<file path="src/core/rail_mode_pkg.sv">
// rail_mode_pkg: register map, field layout, reset values and drive types
// for the three rail control registers.
// assumes: shared by the register bank, rail_drive_decode and the bench.
package rail_mode_pkg;

  // register indices; byte address on the bus is four times the index
  localparam logic [7:0] IDX_AUX = 8'h35;
  localparam logic [7:0] IDX_1V2 = 8'h36;
  localparam logic [7:0] IDX_1V0 = 8'h37;

  // reset values
  localparam logic [7:0] AUX_RESET = 8'h0a;
  localparam logic [7:0] R1V2_RESET = 8'h3a;
  localparam logic [7:0] R1V0_RESET = 8'h1a;

  // writable bits of the auxiliary register; upper nibble reads zero
  localparam logic [7:0] AUX_RW_MASK = 8'h0f;

  // field positions
  localparam int MODE_LSB     = 0;
  localparam int MODE_MSB     = 1;
  localparam int EXIT_LSB     = 2;
  localparam int EXIT_MSB     = 3;
  localparam int VSEL_LSB     = 4;
  localparam int VSEL1V2_MSB  = 6;
  localparam int VSEL1V0_MSB  = 5;
  localparam int LP1V2_BIT    = 7;
  localparam int LP1V0_LSB    = 6;
  localparam int LP1V0_MSB    = 7;

  // decode window of the register indices within the bus address
  localparam int IDX_ADDR_LSB = 2;
  localparam int IDX_ADDR_MSB = 9;

  // mode, exit-mode and low-power encodings
  localparam logic [1:0] MODE_OFF  = 2'h0;
  localparam logic [1:0] MODE_PWM  = 2'h3;
  localparam logic [1:0] EXIT_NONE = 2'h0;
  localparam logic [1:0] LP_NONE   = 2'h0;

  // ahb-lite encodings
  localparam logic [1:0] HTRANS_NONSEQ = 2'h2;
  localparam logic       HRESP_OKAY    = 1'b0;

  // output trim in half-percent steps of the nominal voltage, signed
  typedef logic signed [4:0] trim_t;
  localparam trim_t TRIM_P5   = 5'h0a;
  localparam trim_t TRIM_P3   = 5'h06;
  localparam trim_t TRIM_P2   = 5'h04;
  localparam trim_t TRIM_P1   = 5'h02;
  localparam trim_t TRIM_ZERO = 5'h00;
  localparam trim_t TRIM_M1   = 5'h1e;
  localparam trim_t TRIM_M2   = 5'h1c;
  localparam trim_t TRIM_M2P5 = 5'h1b;
  localparam trim_t TRIM_M3   = 5'h1a;
  localparam trim_t TRIM_M4   = 5'h18;
  localparam trim_t TRIM_M5   = 5'h16;

  typedef enum {RAIL_1V2, RAIL_1V0} rail_kind_e;

  // what the converter control sees for one regulated rail
  typedef struct packed {
    logic  enabled;
    logic  forced_pwm;
    logic  low_power;
    trim_t trim;
  } rail_drive_s;

  localparam rail_drive_s DRIVE_RESET = '{1'b0, 1'b0, 1'b0, TRIM_ZERO};

endpackage

</file>
<file path="src/core/standby_edge_detect.sv">
// standby_edge_detect: level and exit edge of the active-low standby request.
// assumes: request input already synchronous to i_clk_sys.
`timescale 1ns/1ns
module standby_edge_detect (
  // clock and reset
  input  wire logic i_clk_sys,
  input  wire logic i_arst_n,
  // standby request, low means standby
  input  wire logic i_standby_request_n,
  // decoded
  output logic      o_exit_pulse,
  output logic      o_standby_active
);

  logic prev_request_n;
  logic next_prev_request_n;
  logic next_standby_active;

  // previous level starts deasserted so reset never fakes an exit
  always_comb begin
    next_prev_request_n = i_standby_request_n;
    next_standby_active = ~i_standby_request_n;
  end

  always_ff @(posedge i_clk_sys or negedge i_arst_n) begin
    if (!i_arst_n) begin
      prev_request_n   <= 1'b1;
      o_standby_active <= 1'b0;
    end else begin
      prev_request_n   <= next_prev_request_n;
      o_standby_active <= next_standby_active;
    end
  end

  // rising edge of the request marks standby exit
  assign o_exit_pulse = i_standby_request_n & ~prev_request_n;

  property p_exit_one_cycle;
    @(posedge i_clk_sys) disable iff (!i_arst_n)
      o_exit_pulse |=> !o_exit_pulse && !o_standby_active;
  endproperty
  a_exit_one_cycle: assert property (p_exit_one_cycle)
    else $error("exit pulse longer than one cycle or standby still active");

endmodule

</file>
<file path="src/core/rail_drive_decode.sv">
// rail_drive_decode: turns one rail's control byte and the standby level
// into the registered drive word for its converter.
// assumes: control byte comes straight from the register bank.
`timescale 1ns/1ns
module rail_drive_decode #(
  parameter rail_mode_pkg::rail_kind_e KIND = rail_mode_pkg::RAIL_1V2
) (
  // clock and reset
  input  wire logic                       i_clk_sys,
  input  wire logic                       i_arst_n,
  // control byte and standby level
  input  wire logic [7:0]                 i_ctrl,
  input  wire logic                       i_standby_active,
  // converter drive
  output rail_mode_pkg::rail_drive_s      o_drive
);

  rail_mode_pkg::rail_drive_s next_drive;
  logic                       lp_request;
  rail_mode_pkg::trim_t       normal_trim;
  rail_mode_pkg::trim_t       lp_trim;

  function automatic rail_mode_pkg::trim_t trim_1v2(input logic [2:0] sel);
    case (sel)
      3'h0:    trim_1v2 = rail_mode_pkg::TRIM_P3;
      3'h1:    trim_1v2 = rail_mode_pkg::TRIM_P2;
      3'h2:    trim_1v2 = rail_mode_pkg::TRIM_P1;
      3'h3:    trim_1v2 = rail_mode_pkg::TRIM_ZERO;
      3'h4:    trim_1v2 = rail_mode_pkg::TRIM_M1;
      3'h5:    trim_1v2 = rail_mode_pkg::TRIM_M2;
      3'h6:    trim_1v2 = rail_mode_pkg::TRIM_M3;
      default: trim_1v2 = rail_mode_pkg::TRIM_M4;
    endcase
  endfunction

  // 1.05 V, 1 V, 0.975 V, 0.95 V on a 1 V nominal
  function automatic rail_mode_pkg::trim_t trim_1v0(input logic [1:0] sel);
    case (sel)
      2'h0:    trim_1v0 = rail_mode_pkg::TRIM_P5;
      2'h1:    trim_1v0 = rail_mode_pkg::TRIM_ZERO;
      2'h2:    trim_1v0 = rail_mode_pkg::TRIM_M2P5;
      default: trim_1v0 = rail_mode_pkg::TRIM_M5;
    endcase
  endfunction

  function automatic rail_mode_pkg::trim_t lp_1v0(input logic [1:0] sel);
    case (sel)
      2'h1:    lp_1v0 = rail_mode_pkg::TRIM_M4;
      2'h2:    lp_1v0 = rail_mode_pkg::TRIM_M3;
      default: lp_1v0 = rail_mode_pkg::TRIM_M2;
    endcase
  endfunction

  // low-power setpoint only while standby is held, normal select otherwise
  always_comb begin
    if (KIND == rail_mode_pkg::RAIL_1V2) begin
      lp_request  = i_ctrl[rail_mode_pkg::LP1V2_BIT];
      normal_trim = trim_1v2(i_ctrl[rail_mode_pkg::VSEL1V2_MSB:rail_mode_pkg::VSEL_LSB]);
      lp_trim     = rail_mode_pkg::TRIM_M3;
    end else begin
      lp_request  = i_ctrl[rail_mode_pkg::LP1V0_MSB:rail_mode_pkg::LP1V0_LSB]
                    != rail_mode_pkg::LP_NONE;
      normal_trim = trim_1v0(i_ctrl[rail_mode_pkg::VSEL1V0_MSB:rail_mode_pkg::VSEL_LSB]);
      lp_trim     = lp_1v0(i_ctrl[rail_mode_pkg::LP1V0_MSB:rail_mode_pkg::LP1V0_LSB]);
    end
    next_drive.enabled    = i_ctrl[rail_mode_pkg::MODE_MSB:rail_mode_pkg::MODE_LSB]
                            != rail_mode_pkg::MODE_OFF;
    next_drive.forced_pwm = i_ctrl[rail_mode_pkg::MODE_MSB:rail_mode_pkg::MODE_LSB]
                            == rail_mode_pkg::MODE_PWM;
    next_drive.low_power  = i_standby_active & lp_request;
    next_drive.trim       = next_drive.low_power ? lp_trim : normal_trim;
  end

  always_ff @(posedge i_clk_sys or negedge i_arst_n) begin
    if (!i_arst_n) begin
      o_drive <= rail_mode_pkg::DRIVE_RESET;
    end else begin
      o_drive <= next_drive;
    end
  end

  property p_awake_normal;
    @(posedge i_clk_sys) disable iff (!i_arst_n)
      !i_standby_active |=> !o_drive.low_power && o_drive.trim == $past(normal_trim);
  endproperty
  a_awake_normal: assert property (p_awake_normal)
    else $error("low-power setpoint applied while awake");

  property p_mode_decode;
    @(posedge i_clk_sys) disable iff (!i_arst_n)
      i_ctrl[1:0] == rail_mode_pkg::MODE_PWM |=> o_drive.forced_pwm && o_drive.enabled;
  endproperty
  a_mode_decode: assert property (p_mode_decode)
    else $error("forced pwm mode not driven");

  property p_off_decode;
    @(posedge i_clk_sys) disable iff (!i_arst_n)
      i_ctrl[1:0] == rail_mode_pkg::MODE_OFF |=> !o_drive.enabled && !o_drive.forced_pwm;
  endproperty
  a_off_decode: assert property (p_off_decode)
    else $error("disabled mode still drives converter");

  if (KIND == rail_mode_pkg::RAIL_1V2) begin : g_chk_1v2
    property p_lp_1v2;
      @(posedge i_clk_sys) disable iff (!i_arst_n)
        i_standby_active && i_ctrl[7] |=> o_drive.low_power
                                          && o_drive.trim == rail_mode_pkg::TRIM_M3;
    endproperty
    a_lp_1v2: assert property (p_lp_1v2)
      else $error("1v2 low-power setpoint not minus three percent");
    property p_vsel_1v2;
      @(posedge i_clk_sys) disable iff (!i_arst_n)
        !i_standby_active && i_ctrl[6:4] == 3'h7 |=> o_drive.trim == rail_mode_pkg::TRIM_M4;
    endproperty
    a_vsel_1v2: assert property (p_vsel_1v2)
      else $error("1v2 top select code not minus four percent");
  end else begin : g_chk_1v0
    property p_lp_1v0;
      @(posedge i_clk_sys) disable iff (!i_arst_n)
        i_standby_active && i_ctrl[7:6] == 2'h1 |=> o_drive.trim == rail_mode_pkg::TRIM_M4;
    endproperty
    a_lp_1v0: assert property (p_lp_1v0)
      else $error("1v0 low-power code 01 not minus four percent");
    property p_vsel_1v0;
      @(posedge i_clk_sys) disable iff (!i_arst_n)
        !i_standby_active && i_ctrl[5:4] == 2'h0 |=> o_drive.trim == rail_mode_pkg::TRIM_P5;
    endproperty
    a_vsel_1v0: assert property (p_vsel_1v0)
      else $error("1v0 select code 00 not plus five percent");
  end

endmodule

</file>
<file path="src/core/rail_mode_control_regs.sv">
// rail_mode_control_regs: ahb-lite register bank for the auxiliary switch,
// 1.2 V and 1.0 V rails, with standby entry setpoints and exit mode rewrite.
// assumes: one ahb-lite master, single word transfers, standby request
// synchronous to i_clk_sys.
//
// Local design decision: the AHB-Lite interface to the registers.
`timescale 1ns/1ns
module rail_mode_control_regs (
  // clock and reset
  input  wire logic                  i_clk_sys,
  input  wire logic                  i_arst_n,
  // ahb-lite slave
  input  wire logic                  i_hsel,
  input  wire logic [31:0]           i_haddr,
  input  wire logic [1:0]            i_htrans,
  input  wire logic                  i_hwrite,
  input  wire logic [2:0]            i_hsize,
  input  wire logic [31:0]           i_hwdata,
  input  wire logic                  i_hready,
  output logic                       o_hreadyout,
  output logic                       o_hresp,
  output logic [31:0]                o_hrdata,
  // standby request, active low
  input  wire logic                  i_standby_request_n,
  // rail drives
  output logic                       o_aux_enable,
  output rail_mode_pkg::rail_drive_s o_rail_1v2,
  output rail_mode_pkg::rail_drive_s o_rail_1v0
);

  // register state
  logic [7:0] aux_switch_rail_ctrl;
  logic [7:0] rail_1v2_ctrl;
  logic [7:0] rail_1v0_ctrl;
  logic [7:0] next_aux_switch_rail_ctrl;
  logic [7:0] next_rail_1v2_ctrl;
  logic [7:0] next_rail_1v0_ctrl;

  // bus state
  logic        dp_write;
  logic [7:0]  dp_idx;
  logic        next_dp_write;
  logic [7:0]  next_dp_idx;
  logic [31:0] next_hrdata;
  logic        next_aux_enable;

  // decode helpers
  logic        addr_take;
  logic        addr_hit;
  logic [7:0]  addr_idx;
  logic        wr_aux;
  logic        wr_1v2;
  logic        wr_1v0;
  logic        exit_pulse;
  logic        standby_active;

  // replace the mode field with the exit field unless that field is zero
  function automatic logic [7:0] apply_exit(input logic [7:0] ctrl, input logic exit);
    logic [7:0] res;
    res = ctrl;
    if (exit && ctrl[rail_mode_pkg::EXIT_MSB:rail_mode_pkg::EXIT_LSB]
                != rail_mode_pkg::EXIT_NONE) begin
      res[rail_mode_pkg::MODE_MSB:rail_mode_pkg::MODE_LSB] =
        ctrl[rail_mode_pkg::EXIT_MSB:rail_mode_pkg::EXIT_LSB];
    end
    return res;
  endfunction

  standby_edge_detect u_standby (
    .i_clk_sys           (i_clk_sys),
    .i_arst_n            (i_arst_n),
    .i_standby_request_n (i_standby_request_n),
    .o_exit_pulse        (exit_pulse),
    .o_standby_active    (standby_active)
  );

  // address phase decode; only aligned words in the low index window map
  always_comb begin
    addr_take = i_hsel & i_hready & (i_htrans == rail_mode_pkg::HTRANS_NONSEQ);
    addr_idx  = i_haddr[rail_mode_pkg::IDX_ADDR_MSB:rail_mode_pkg::IDX_ADDR_LSB];
    addr_hit  = (i_haddr[31:rail_mode_pkg::IDX_ADDR_MSB+1] == '0)
                & (i_haddr[rail_mode_pkg::IDX_ADDR_LSB-1:0] == '0);
    next_dp_write = addr_take & i_hwrite & addr_hit;
    next_dp_idx   = addr_take ? addr_idx : dp_idx;
  end

  // data phase write strobes
  always_comb begin
    wr_aux = dp_write & (dp_idx == rail_mode_pkg::IDX_AUX);
    wr_1v2 = dp_write & (dp_idx == rail_mode_pkg::IDX_1V2);
    wr_1v0 = dp_write & (dp_idx == rail_mode_pkg::IDX_1V0);
  end

  // register next values: the write lands first, then the exit rewrite,
  // so an exit in the same cycle as a write still reaches the mode bits
  always_comb begin
    next_aux_switch_rail_ctrl = apply_exit(
      wr_aux ? (i_hwdata[7:0] & rail_mode_pkg::AUX_RW_MASK) : aux_switch_rail_ctrl,
      exit_pulse);
    next_rail_1v2_ctrl = apply_exit(wr_1v2 ? i_hwdata[7:0] : rail_1v2_ctrl,
                                    exit_pulse);
    next_rail_1v0_ctrl = apply_exit(wr_1v0 ? i_hwdata[7:0] : rail_1v0_ctrl,
                                    exit_pulse);
    next_aux_enable = next_aux_switch_rail_ctrl[rail_mode_pkg::MODE_MSB:rail_mode_pkg::MODE_LSB]
                      != rail_mode_pkg::MODE_OFF;
  end

  always_ff @(posedge i_clk_sys or negedge i_arst_n) begin
    if (!i_arst_n) begin
      aux_switch_rail_ctrl <= rail_mode_pkg::AUX_RESET;
      rail_1v2_ctrl        <= rail_mode_pkg::R1V2_RESET;
      rail_1v0_ctrl        <= rail_mode_pkg::R1V0_RESET;
      o_aux_enable         <= 1'b0;
    end else begin
      aux_switch_rail_ctrl <= next_aux_switch_rail_ctrl;
      rail_1v2_ctrl        <= next_rail_1v2_ctrl;
      rail_1v0_ctrl        <= next_rail_1v0_ctrl;
      o_aux_enable         <= next_aux_enable;
    end
  end

  // read data captured at the end of the address phase from next values,
  // so a write just before a read is seen; unmapped reads give zero
  always_comb begin
    next_hrdata = '0;
    if (addr_take & ~i_hwrite & addr_hit) begin
      case (addr_idx)
        rail_mode_pkg::IDX_AUX: next_hrdata[7:0] = next_aux_switch_rail_ctrl;
        rail_mode_pkg::IDX_1V2: next_hrdata[7:0] = next_rail_1v2_ctrl;
        rail_mode_pkg::IDX_1V0: next_hrdata[7:0] = next_rail_1v0_ctrl;
        default:                next_hrdata      = '0;
      endcase
    end
  end

  // zero wait state slave, always okay
  always_ff @(posedge i_clk_sys or negedge i_arst_n) begin
    if (!i_arst_n) begin
      dp_write    <= 1'b0;
      dp_idx      <= 8'h00;
      o_hrdata    <= 32'h0000_0000;
      o_hreadyout <= 1'b1;
      o_hresp     <= rail_mode_pkg::HRESP_OKAY;
    end else begin
      dp_write    <= next_dp_write;
      dp_idx      <= next_dp_idx;
      o_hrdata    <= next_hrdata;
      o_hreadyout <= 1'b1;
      o_hresp     <= rail_mode_pkg::HRESP_OKAY;
    end
  end

  // regulated rails; aux switch only needs its enable
  rail_drive_decode #(
    .KIND (rail_mode_pkg::RAIL_1V2)
  ) u_drive_1v2 (
    .i_clk_sys        (i_clk_sys),
    .i_arst_n         (i_arst_n),
    .i_ctrl           (rail_1v2_ctrl),
    .i_standby_active (standby_active),
    .o_drive          (o_rail_1v2)
  );

  rail_drive_decode #(
    .KIND (rail_mode_pkg::RAIL_1V0)
  ) u_drive_1v0 (
    .i_clk_sys        (i_clk_sys),
    .i_arst_n         (i_arst_n),
    .i_ctrl           (rail_1v0_ctrl),
    .i_standby_active (standby_active),
    .o_drive          (o_rail_1v0)
  );

  property p_aux_reserved_zero;
    @(posedge i_clk_sys) disable iff (!i_arst_n)
      wr_aux |=> aux_switch_rail_ctrl[7:4] == 4'h0;
  endproperty
  a_aux_reserved_zero: assert property (p_aux_reserved_zero)
    else $error("aux reserved nibble took a write");

  property p_exit_copy_1v2;
    @(posedge i_clk_sys) disable iff (!i_arst_n)
      exit_pulse && !wr_1v2 && rail_1v2_ctrl[3:2] != 2'h0
        |=> rail_1v2_ctrl[1:0] == $past(rail_1v2_ctrl[3:2]);
  endproperty
  a_exit_copy_1v2: assert property (p_exit_copy_1v2)
    else $error("1v2 mode not rewritten on standby exit");

  property p_exit_copy_aux;
    @(posedge i_clk_sys) disable iff (!i_arst_n)
      exit_pulse && !wr_aux && aux_switch_rail_ctrl[3:2] != 2'h0
        |=> aux_switch_rail_ctrl[1:0] == $past(aux_switch_rail_ctrl[3:2])
            && o_aux_enable;
  endproperty
  a_exit_copy_aux: assert property (p_exit_copy_aux)
    else $error("aux mode not rewritten or not enabled after exit");

  property p_exit_hold_1v0;
    @(posedge i_clk_sys) disable iff (!i_arst_n)
      exit_pulse && !wr_1v0 && rail_1v0_ctrl[3:2] == 2'h0 |=> $stable(rail_1v0_ctrl);
  endproperty
  a_exit_hold_1v0: assert property (p_exit_hold_1v0)
    else $error("1v0 changed on exit with exit field zero");

  property p_aux_enable;
    @(posedge i_clk_sys) disable iff (!i_arst_n)
      aux_switch_rail_ctrl[1:0] == 2'h0 && !wr_aux && !exit_pulse |=> !o_aux_enable;
  endproperty
  a_aux_enable: assert property (p_aux_enable)
    else $error("aux rail enabled with mode zero");

  property p_write_1v2;
    @(posedge i_clk_sys) disable iff (!i_arst_n)
      wr_1v2 && !exit_pulse |=> rail_1v2_ctrl == $past(i_hwdata[7:0]);
  endproperty
  a_write_1v2: assert property (p_write_1v2)
    else $error("1v2 register did not take the full write");

  property p_write_1v0;
    @(posedge i_clk_sys) disable iff (!i_arst_n)
      wr_1v0 && !exit_pulse |=> rail_1v0_ctrl == $past(i_hwdata[7:0]);
  endproperty
  a_write_1v0: assert property (p_write_1v0)
    else $error("1v0 register did not take the full write");

  property p_read_1v0;
    @(posedge i_clk_sys) disable iff (!i_arst_n)
      addr_take && !i_hwrite && i_haddr == 32'h0000_00dc && !dp_write && !exit_pulse
        |=> o_hrdata == {24'h00_0000, $past(rail_1v0_ctrl)};
  endproperty
  a_read_1v0: assert property (p_read_1v0)
    else $error("1v0 read data wrong");

  property p_exit_copy_1v0;
    @(posedge i_clk_sys) disable iff (!i_arst_n)
      exit_pulse && !wr_1v0 && rail_1v0_ctrl[3:2] != 2'h0
        |=> rail_1v0_ctrl[1:0] == $past(rail_1v0_ctrl[3:2]);
  endproperty
  a_exit_copy_1v0: assert property (p_exit_copy_1v0)
    else $error("1v0 mode not rewritten on standby exit");

  property p_exit_hold_1v2;
    @(posedge i_clk_sys) disable iff (!i_arst_n)
      exit_pulse && !wr_1v2 && rail_1v2_ctrl[3:2] == 2'h0 |=> $stable(rail_1v2_ctrl);
  endproperty
  a_exit_hold_1v2: assert property (p_exit_hold_1v2)
    else $error("1v2 changed on exit with exit field zero");

  property p_exit_hold_aux;
    @(posedge i_clk_sys) disable iff (!i_arst_n)
      exit_pulse && !wr_aux && aux_switch_rail_ctrl[3:2] == 2'h0
        |=> $stable(aux_switch_rail_ctrl);
  endproperty
  a_exit_hold_aux: assert property (p_exit_hold_aux)
    else $error("aux changed on exit with exit field zero");

  property p_write_aux;
    @(posedge i_clk_sys) disable iff (!i_arst_n)
      wr_aux && !exit_pulse
        |=> aux_switch_rail_ctrl == ($past(i_hwdata[7:0]) & rail_mode_pkg::AUX_RW_MASK);
  endproperty
  a_write_aux: assert property (p_write_aux)
    else $error("aux register did not take the masked write");

  property p_read_aux;
    @(posedge i_clk_sys) disable iff (!i_arst_n)
      addr_take && !i_hwrite && i_haddr == 32'h0000_00d4 && !dp_write && !exit_pulse
        |=> o_hrdata == {24'h00_0000, $past(aux_switch_rail_ctrl)};
  endproperty
  a_read_aux: assert property (p_read_aux)
    else $error("aux read data wrong");

  property p_read_1v2;
    @(posedge i_clk_sys) disable iff (!i_arst_n)
      addr_take && !i_hwrite && i_haddr == 32'h0000_00d8 && !dp_write && !exit_pulse
        |=> o_hrdata == {24'h00_0000, $past(rail_1v2_ctrl)};
  endproperty
  a_read_1v2: assert property (p_read_1v2)
    else $error("1v2 read data wrong");

  property p_unmapped_read;
    @(posedge i_clk_sys) disable iff (!i_arst_n)
      addr_take && !i_hwrite && !addr_hit |=> o_hrdata == 32'h0000_0000;
  endproperty
  a_unmapped_read: assert property (p_unmapped_read)
    else $error("unmapped read returned nonzero data");

  property p_aux_enable_on;
    @(posedge i_clk_sys) disable iff (!i_arst_n)
      aux_switch_rail_ctrl[1:0] != 2'h0 && !wr_aux && !exit_pulse |=> o_aux_enable;
  endproperty
  a_aux_enable_on: assert property (p_aux_enable_on)
    else $error("aux rail disabled with nonzero mode");

endmodule

</file>
<file path="config.mk">
export PLATFORM = sky130hd
export DESIGN_NAME = rail_mode_control_regs
export DESIGN_NICKNAME = d
export VERILOG_FILES = /design/src/core/rail_mode_pkg.sv /design/src/core/standby_edge_detect.sv /design/src/core/rail_drive_decode.sv /design/src/core/rail_mode_control_regs.sv
export SDC_FILE = /design/constraint.sdc
export NUM_CORES = 1
export LEC_CHECK = 0
export ABC_AREA = 1
export BUFFER_PORTS_ARGS = -buffer_cell sky130_fd_sc_hd__buf_2
export CAP_MARGIN = 40
export CELL_PAD_IN_SITES_DETAIL_PLACEMENT = 0
export CELL_PAD_IN_SITES_GLOBAL_PLACEMENT = 1
export CORE_ASPECT_RATIO = 1.4
export CORE_UTILIZATION = 31
export DETAILED_ROUTE_END_ITERATION = 7
export GPL_TIMING_DRIVEN = 0
export PLACE_DENSITY_LB_ADDON = 0.1
export SLEW_MARGIN = 30
export SYNTH_ARGS = -nofsm -noshare
export SYNTH_HDL_FRONTEND = slang
export SYNTH_SLANG_ARGS = --single-unit
</file>
<file path="constraint.sdc">
create_clock -name i_clk_sys -period 1.5 [get_ports i_clk_sys]
set_input_delay 0.225 -clock i_clk_sys [delete_from_list [all_inputs] [get_ports i_clk_sys]]
set_output_delay 0.225 -clock i_clk_sys [all_outputs]
set_load 0.1 [all_outputs]
</file>
==> results of run 1 <==
layer usage:
metal | global-route usage [%] | up-vias
met5 | 0 | -
met3 | 3.846 | 9
li1 | - | 1214
met2 | 27.27 | 68
met4 | 7.119 | 0
met1 | 14.93 | 1075
flip-flops by register name, summed over array words and instances (netlist names):
register and cells:
dp_write 1, u_drive_1v0.o_drive 8, u_standby.o_standby_active 1, rail_1v0_ctrl 8, o_aux_enable 1, rail_1v2_ctrl 8
u_standby.prev_request_n 1, aux_switch_rail_ctrl 8, dp_idx 8, u_drive_1v2.o_drive 6, o_hrdata 8
report_power, final:
part / internal (uW) / switching [uW]
Combinational: 223 / 663
Sequential: 1650 / 51.3
Clock: 1360 / 697
Total: 3230 / 1410
per-stage QoR:
step / power, uW / area, sq um
CTS: 4664 / 4035
global placement: 2522 / 3466
detailed placement: 2530 / 3468
global route: 4839 / 4129
floorplan: 2367 / 2977
finish: 4644 / 4129
area by class of cell:
class	instances	area (sq um)	area share, %
flip-flops and latches	58	1465	35.48
multi-input cells	215	1261	30.55
repair buffers	88	540.5	13.09
clock buffers	11	252.7	6.121
plain buffers	30	229.0	5.545
inverters	51	193.9	4.697
well taps	107	133.9	3.242
clock inverters	5	52.55	1.273
cells by family (layout without fill, tap and decap cells):
family                     Yosys count  in the layout
other                                2             27
AOI/OAI and AO/OA                   19             19
muxes                                3              3
buffers and inverters               81            185
adders and majority gates            2              2
and+or+nand+nor                    164            164
DFF                                 58             58
worst paths after layout:
kind	startpoint	end	slack (ns)
min in group asynchronous	i_arst_n	rail_1v0_ctrl[5]	0.50
max	dp_idx[6]	o_hrdata[4]	-0.07
min reg2reg	rail_1v2_ctrl[4]	u_drive_1v2.o_drive[1]	0.45
max reg2reg	dp_idx[6]	o_hrdata[4]	-0.07
min	i_standby_request_n	u_standby.o_standby_active	0.08
max in group asynchronous	i_arst_n	u_drive_1v2.o_drive[3]	0.49
critical path: stages (launching register included):
cell       delay, ns
dfrtp_1         0.39
inv_1           0.07
nand2_2         0.09
nor2_8          0.13
nand3_4         0.11
bufbuf_16       0.29
nor2_4          0.10
a21oi_4         0.05
nand2_1         0.06
nand3_1         0.06
nand2_1         0.06
inv_1           0.04
what timing repair did:
action	in CTS	in global routing
resized for setup	32	22
buffers inserted	10	3
hold buffers	2	0
endpoints found under the setup margin	7	10
endpoints found under the hold margin	25	0
pin swaps	12	14
cloned	1	0
layout by cell type (no fill, tap or decap), types with 3 or more instances in the layout:
cell type	count
buf_2	70
nand2_1	65
dfrtp_1	47
inv_1	42
buf_4	37
conb_1	27
nor2_1	22
nand2_2	21
nand3_1	17
dfstp_2	10
clkbuf_16	9
inv_2	8
o21ai_0	7
nor2_4	5
nand3_2	5
a21oi_4	4
nor2_2	4
nand4_1	4
buf_6	4
nand3_4	3
nor4_1	3
or2_2	3
mux2_2	3
clkinv_2	3
==> reports/results.tsv, run 1 <==
metric	value	unit
drtIter0Drc	38	
numCtsBuffers	9	
slew_headroom	51.25	%
cts_tree	yes	
synth_top_area_cell	dfrtp_1	
wl_met3	280	um
holdPathStages	2	
die_h	116.1	um
worstPathRequired	1.72	ns
antenna_left	0	
io_buffers	71	
grtUsageTotal	14.49	%
clockBufferDepth	2	
clkTransAtPathRegs	0.05	ns
syn_inst	329	
cp-end-kind	flop	
start_kind	flop	
dr.pass1.iters	4	
antenna_cells	0	
slew_viol_final	0	
grt_pass1_wl	10.59	mm
gp_congestion	0.8224	
synth.area.mux_share	1.172	%
cts_sinks	58	
syn_area	0.002882	sq mm
dp_hpwl	4.862	mm
power_leakage	0.002225	uW
clkLatencyLatePin	0.33	ns
crit_type	flop to flop	
ios	126	
synth_compound_area_share	4.342	%
powerDensity	1125	mW/mm^2
grt_max_degree	59	
utilization	45.73	%
ys_types	36	
grt_pass1_vias	2307	
synth_top_flop_cell	dfrtp_1	
rows	41	
synth_area_per_cell	8.758	sq um
timing.setup.tns	-0.2205	ns
synth_simple_gate_area_share	28.09	%
fin_cells	565	
hold_violations	0	
dr.max_layer_used	met4	
placed_cells	532	
syn_to_final_growth	43.29	%
synth_area_leaders	dfrtp_1, nand2_1, dfstp_2	
r2r_cells	11	
num-nets-final	530	
fin_crit_sh	104.5	%
synthXorXnorAreaFrac	0	%
synth_top_family_by_area	simple AND/OR/NAND/NOR gates	
worstPathArrival	1.78	ns
synth_edf_count	0	
synth_async_sr_flop_share	100.0	%
wl_met2	3.618	mm
setup_viol	5	
synth_top_area_share	41.68	%
wl_per_cell	11.53	um
tightestPinTransition	0.7312	ns
synth_common_cells	nand2_1, dfrtp_1, inv_1	
wirelength_met1	2.496	mm
drt-total-wl	6.516	mm
drc	0	
synth-adder-area-share	0.8684	%
synth.most_common_cell	nand2_1	
start_util	31.92	%
ys_ff_latch	58	
n_fill_cell	914	
gr-total-overflow	0	
seq_area_frac_synth	50.80	%
fin_ws	-0.06753	ns
pre_cts_ws	-0.3351	ns
dieArea	0.009690	sq mm
ctsRootBufferMaster	clkbuf_16	
cap_violations	0	
status	finished, violations left	
violations	negative setup slack	
via_per_inst	4.188	
fin_crit	1.568	ns
die_x	83.48	um
holdCritPathClass	input port to flop	
antenna_found_initial	0	
yosysWarnings	0	
whs	0.07989	ns
drive_above_1_share	46.07	%
coreArea	0.009029	sq mm
irDropWorstVdd	892.2	uV
vias	2366	
fin_skew	0.004527	ns
crit_fanout	4	
rsz0062_at_grt	yes	
max_freq	637.9	MHz
htree_levels	3	
Power figures use the tool's default switching activity.
==> inputs of run 2 (changes only) <==
--- a/config.mk
+++ b/config.mk
@@ -6,7 +6,7 @@
 export NUM_CORES = 1
 export LEC_CHECK = 0
 export ABC_AREA = 1
-export BUFFER_PORTS_ARGS = -buffer_cell sky130_fd_sc_hd__buf_2
+export BUFFER_PORTS_ARGS = -buffer_cell sky130_fd_sc_hd__buf_4
 export CAP_MARGIN = 40
 export CELL_PAD_IN_SITES_DETAIL_PLACEMENT = 0
 export CELL_PAD_IN_SITES_GLOBAL_PLACEMENT = 1
@@ -15,6 +15,7 @@
 export DETAILED_ROUTE_END_ITERATION = 7
 export GPL_TIMING_DRIVEN = 0
 export PLACE_DENSITY_LB_ADDON = 0.1
+export REMOVE_ABC_BUFFERS = 1
 export SLEW_MARGIN = 30
 export SYNTH_ARGS = -nofsm -noshare
 export SYNTH_HDL_FRONTEND = slang
==> reports/results.tsv, run 2 (synthesis results as in run 1) <==
metric	value	unit	change
status	finished, violations left		unchanged
violations	negative setup slack		unchanged
utilization	44.91	%	was 45.73%
seqPwrFrac	34.9	%	was 36.6%
powerDensity	1200	mW/mm^2	was 1125 mW/mm^2
rows	41		unchanged
path_common_cell	nand2_1		
max_freq	633.5	MHz	was 637.9 MHz
wirelength_met1	2.465	mm	was 2.496 mm
clock_power_share	47.1	%	was 44.4%
fin_crit	1.578	ns	was 1.568 ns
via_per_inst	4.365		was 4.188
antenna_found_initial	0		unchanged
coreArea	0.009029	sq mm	unchanged
dr.max_layer_used	met4		unchanged
numCtsBuffers	9		unchanged
combPwrFrac	18.1	%	was 19.1%
die_x	83.48	um	unchanged
grt_max_degree	59		unchanged
wl_per_cell	12.22	um	was 11.53 um
antenna_left	0		unchanged
fin_crit_sh	105.2	%	was 104.5%
grtUsageTotal	14.77	%	was 14.49%
drc	0		unchanged
critPathBufInv	4		was 3
io_buffers	71		unchanged
gr-total-overflow	0		unchanged
critPathTopFamily	simple AND/OR/NAND/NOR gates		unchanged
clkTransAtPathRegs	0.05	ns	about the same
fin_ws	-0.07843	ns	was -0.06753 ns
num-nets-final	502		was 530
final_area	0.004055	sq mm	was 0.004129 sq mm
worstPathArrival	1.85	ns	was 1.78 ns
finalPower	4868	uW	was 4644 uW
slew_headroom	61.12	%	was 51.25%
dr.pass1.iters	4		unchanged
seq_area	0.001464	sq mm	was 0.001465 sq mm
crit_fanout	5		was 4
htree_levels	3		unchanged
ctsRootBufferMaster	clkbuf_16		unchanged
slew_viol_final	0		unchanged
wl_met2	3.624	mm	was 3.618 mm
start_util	31.92	%	unchanged
crit_chain	inv_2 -> nand3_4 -> nor2_4 -> buf_4 -> buf_4 -> a21oi_1 -> nor2_1 -> nand2_1 -> nand2_2 -> nand2_1 -> nand3_1 -> nand2_1 -> inv_1		was inv_1 -> nand2_2 -> nor2_8 -> nand3_4 -> bufbuf_16 -> nor2_4 -> a21oi_4 -> nand2_1 -> nand3_1 -> nand2_1 -> inv_1
holdCritPathClass	input port to flop		unchanged
power_leakage	0.002141	uW	was 0.002225 uW
irDropWorstVdd	695.5	uV	was 892.2 uV
setup_viol	5		unchanged
drtIter0Drc	68		was 38
cpPeakStageDelay	0.38	ns	was 0.39 ns
antenna_cells	0		unchanged
worstPathRequired	1.77	ns	was 1.72 ns
swShare	29.02	%	was 30.38%
die_h	116.1	um	unchanged
cts_tree	yes		unchanged
crit_path_top_delay_cell	dfrtp_1		unchanged
vias	2344		was 2,366
fin_skew	0.008121	ns	was 0.004527 ns
n_fill_cell	932		was 914
p_int	3455	uW	was 3233 uW
drive_above_1_share	40.70	%	was 46.07%
gp_congestion	0.7840		was 0.8224
whs	0.01700	ns	was 0.07989 ns
ios	126		unchanged
tightestPinTransition	0.5788	ns	was 0.7312 ns
final_common_cell	buf_4		was buf_2
grt_pass1_vias	2255		was 2,307
clockBufferDepth	2		unchanged
clkLatencyLatePin	0.33	ns	about the same
dp_hpwl	4.785	mm	was 4.862 mm
final_cell_mix	buf_4, nand2_1, dfrtp_1, inv_1, conb_1		was buf_2, nand2_1, dfrtp_1, inv_1, buf_4
syn_to_final_growth	40.73	%	was 43.29%
cp-end-kind	flop		unchanged
wl_met3	310	um	was 280 um
cts_sinks	58		unchanged
crit_type	flop to flop		unchanged
switching_power	1412	uW	was 1411 uW
cap_violations	0		unchanged
multiInputGateArea	0.001224	sq mm	was 0.001261 sq mm
place_area	0.003417	sq mm	was 0.003468 sq mm
rsz0062_at_grt	yes		unchanged
start_kind	flop		unchanged
dieArea	0.009690	sq mm	unchanged
hold_violations	0		unchanged
grt_pass1_wl	10.73	mm	was 10.59 mm
drt-total-wl	6.561	mm	was 6.516 mm
==> run 2: repair_timing <==
action | in CTS | in global routing
resized for setup | 32 | 7
setup buffers | 14 | 2
hold buffers | 1 | 0
cloned | 0 | 0
pin swaps | 16 | 8
endpoints found under the hold margin | 18 | 0
setup endpoints to repair | 9 | 10
==> run 2: final cells by class <==
class	count	share of cell area (%)
Inverter	51	4.721
Tap cell	107	3.301
Timing Repair Buffer	90	17.34
Clock inverter	4	1.790
Multi-Input combinational cell	215	30.18
Sequential cell	58	36.10
Clock buffer	12	6.572
==> run 2: worst paths after layout <==
check,end,start,slack [ns],cells after the start
min in group asynchronous,u_standby.o_standby_active,i_arst_n,0.27,2
worst max-delay path,o_hrdata[0],dp_idx[3],-0.08,13
max in group asynchronous,aux_switch_rail_ctrl[1],i_arst_n,0.69,3
worst max register to register,o_hrdata[0],dp_idx[3],-0.08,13
worst min register to register,u_drive_1v2.o_drive[1],rail_1v2_ctrl[4],0.46,1
worst min-delay path,u_standby.prev_request_n,i_standby_request_n,0.02,1
==> run 2: stage by stage <==
step                TNS, ns  instances  setup WS (ns)
floorplan           -0.4074        324        -0.2037
global placement     -2.355        502        -0.3101
detailed placement   -2.875        502        -0.3692
CTS                 -0.4626        533       -0.08998
global route         -1.461        537        -0.2175
finish              -0.1829        537       -0.07843
==> run 2: power by group through the flow <==
stage,clock network (uW),registers [uW],logic [uW]
6_report,2290,1700,879
5_1_grt,2410,1710,934
4_1_cts,2350,1690,863
3_5_place_dp,0,1710,808
3_3_place_gp,0,1710,803
2_1_floorplan,0,1840,472
==> run 2: per-layer routing <==
layer | vias to the layer above | global-route usage [%]
met2 | 84 | 28.25
met1 | 1085 | 15.20
met4 | 0 | 7.797
met3 | 12 | 2.991
li1 | 1163 | -
met5 | - | 0
==> inputs of run 3 (changes only) <==
--- a/config.mk
+++ b/config.mk
@@ -10,10 +10,11 @@
 export CAP_MARGIN = 40
 export CELL_PAD_IN_SITES_DETAIL_PLACEMENT = 0
 export CELL_PAD_IN_SITES_GLOBAL_PLACEMENT = 1
-export CORE_ASPECT_RATIO = 1.4
-export CORE_UTILIZATION = 31
+export CORE_ASPECT_RATIO = 1.2
+export CORE_UTILIZATION = 32
+export CTS_BUF_LIST = sky130_fd_sc_hd__clkbuf_8
 export DETAILED_ROUTE_END_ITERATION = 7
-export GPL_TIMING_DRIVEN = 0
+export GPL_TIMING_DRIVEN = 1
 export PLACE_DENSITY_LB_ADDON = 0.1
 export REMOVE_ABC_BUFFERS = 1
 export SLEW_MARGIN = 30
==> reports/results.tsv, run 3 (synthesis results as in run 1) <==
metric	value	unit	change
coreArea	0.008657	sq mm	was 0.009029 sq mm
grt_pass1_wl	10.38	mm	was 10.73 mm
place_area	0.003660	sq mm	was 0.003417 sq mm
cts_sinks	58		unchanged
crit_fanout	5		unchanged
fin_skew	0.009238	ns	was 0.008121 ns
ctsRootBufferMaster	clkbuf_8		was clkbuf_16
grt_pass1_vias	2264		was 2,255
clkTransAtPathRegs	0.07	ns	was 0.05 ns
cpPeakStageDelay	0.39	ns	was 0.38 ns
gr-total-overflow	0		unchanged
max_freq	642.1	MHz	was 633.5 MHz
path_common_cell	nand2_2		was nand2_1
holdCritPathClass	input port to flop		unchanged
fin_ws	-0.05741	ns	was -0.07843 ns
drtIter0Drc	45		was 68
violations	negative setup slack		unchanged
syn_to_final_growth	43.07	%	was 40.73%
fin_crit	1.557	ns	was 1.578 ns
final_area	0.004123	sq mm	was 0.004055 sq mm
cp-end-kind	flop		unchanged
fin_crit_sh	103.8	%	was 105.2%
antenna_found_initial	0		unchanged
clkLatencyLatePin	0.34	ns	was 0.33 ns
slew_viol_final	0		unchanged
status	finished, violations left		unchanged
n_fill_cell	861		was 932
placed_cells	541		was 502
start_kind	flop		unchanged
dr.pass1.iters	4		unchanged
irDropWorstVdd	513.5	uV	was 695.5 uV
r2r_end	o_hrdata[0]		unchanged
io_buffers	71		unchanged
worstPathArrival	1.84	ns	was 1.85 ns
cts_tree	yes		unchanged
start_util	33.29	%	was 31.92%
final_common_cell	buf_4		unchanged
numCtsBuffers	9		unchanged
worstPathRequired	1.78	ns	was 1.77 ns
r2r_setup_slack	-0.06	ns	was -0.08 ns
ios	126		unchanged
drc	0		unchanged
grtUsageTotal	15.12	%	was 14.77%
hp-start	i_haddr[4]		was i_standby_request_n
drt-total-wl	6.333	mm	was 6.561 mm
r2r-start	dp_idx[3]		unchanged
crit_type	flop to flop		unchanged
antenna_left	0		unchanged
crit_path_top_delay_cell	dfrtp_1		unchanged
holdPathStages	2		was 1
antenna_cells	0		unchanged
rsz0062_at_grt	yes		unchanged
setup_viol	8		was 5
clockBufferDepth	2		unchanged
r2r_cells	13		unchanged
crit_chain	inv_2 -> nand3_4 -> nor2_4 -> nand2_4 -> nand2_2 -> nand2_2 -> nand2_2 -> nand2_1 -> nand2_2 -> nand2_2 -> nand3_1 -> nand2_1 -> inv_1		was inv_2 -> nand3_4 -> nor2_4 -> buf_4 -> buf_4 -> a21oi_1 -> nor2_1 -> nand2_1 -> nand2_2 -> nand2_1 -> nand3_1 -> nand2_1 -> inv_1
dieArea	0.009390	sq mm	was 0.009690 sq mm
rows	37		was 41
via_per_inst	4.147		was 4.365
hold_violations	0		unchanged
cap_violations	0		unchanged
vias	2339		was 2,344
final_cell_mix	buf_4, nand2_1, dfrtp_1, inv_1, conb_1		unchanged
gp_congestion	0.7890		was 0.7840
htree_levels	3		unchanged
wl_per_cell	11.23	um	was 12.22 um
power_leakage	0.002195	uW	was 0.002141 uW
drive_above_1_share	43.40	%	was 40.70%
num-nets-final	519		was 502
powerDensity	1047	mW/mm^2	was 1200 mW/mm^2
fin_cells	564		was 537
hold_path_end	dp_idx[2]		was u_standby.prev_request_n
finalPower	4317	uW	was 4868 uW
grt_max_degree	23		was 59
dp_hpwl	4.866	mm	was 4.785 mm
die_h	106.0	um	was 116.1 um
die_x	88.63	um	was 83.48 um
run 3: cell count changes in the layout (fill, tap and decap cells not counted), sizes merged:
cell and change:
nand2 +1, clkbuf -1, dlygate4sd3 +1, buf +16
run 3: per-stage QoR:
stage	setup slack [ns]	hold slack [ns]	setup TNS, ns	util [%]
final	-0.05741	0.1170	-0.2816	47.62
after global routing	-0.1820	0.1049	-1.359	47.62
after CTS	-0.07396	0.09810	-0.4538	46.70
after detailed placement	-0.06342	0.1073	-0.2768	42.27
after global placement	-0.05362	0.1088	-0.2691	42.27
after floorplan	-0.2037	-0.07059	-0.4074	-
run 3: how the worst max path moves through the flow:
stage,start,endpoint
finish,dp_idx[3],o_hrdata[0]
detailed placement,dp_idx[3],o_hrdata[1]
CTS,dp_idx[6],o_hrdata[7]
global route,dp_idx[6],o_hrdata[5]
global placement,dp_idx[3],o_hrdata[1]
floorplan,u_drive_1v2.o_drive[3],o_rail_1v2[3]
run 3: power by group:
part / leakage [uW] / total, uW / internal (uW) / switching (uW)
registers: 0.000682 / 1700 / 1640 / 51.5
logic: 0.00139 / 923 / 256 / 667
clock network: 0.000119 / 1700 / 1070 / 631
total: 0.00220 / 4320 / 2970 / 1350
run 3: timing repair:
action,CTS,global route
hold endpoints to repair,35,0
hold buffers,2,0
cloned,1,0
pin swaps,6,17
buffers inserted,1,5
setup endpoints to repair,7,15
resized for setup,30,17
run 3: routing by layer:
metal	share of wire, %	track usage (%)	vias up
met5	0	0	-
met4	2.9	7.258	0
met3	5.1	4.891	15
met2	50	25.11	79
met1	42	17.26	1059
li1	-	-	1186
run 3: layout make-up:
cell class | count | area [sq um] | share of cell area (%)
multi-input combinational | 216 | 1242 | 30.14
inverter | 51 | 191.4 | 4.643
tap | 117 | 146.4 | 3.551
timing repair buffer | 106 | 840.8 | 20.39
clock inverter | 4 | 72.57 | 1.760
sequential | 58 | 1464 | 35.51
clock buffer | 12 | 165.2 | 4.006
run 3: critical path, delay by kind of cell (launching register included):
kind / cells / cell delay, ns
buf+inv: 2 / 0.13
flops: 1 / 0.39
simple gates: 11 / 0.99
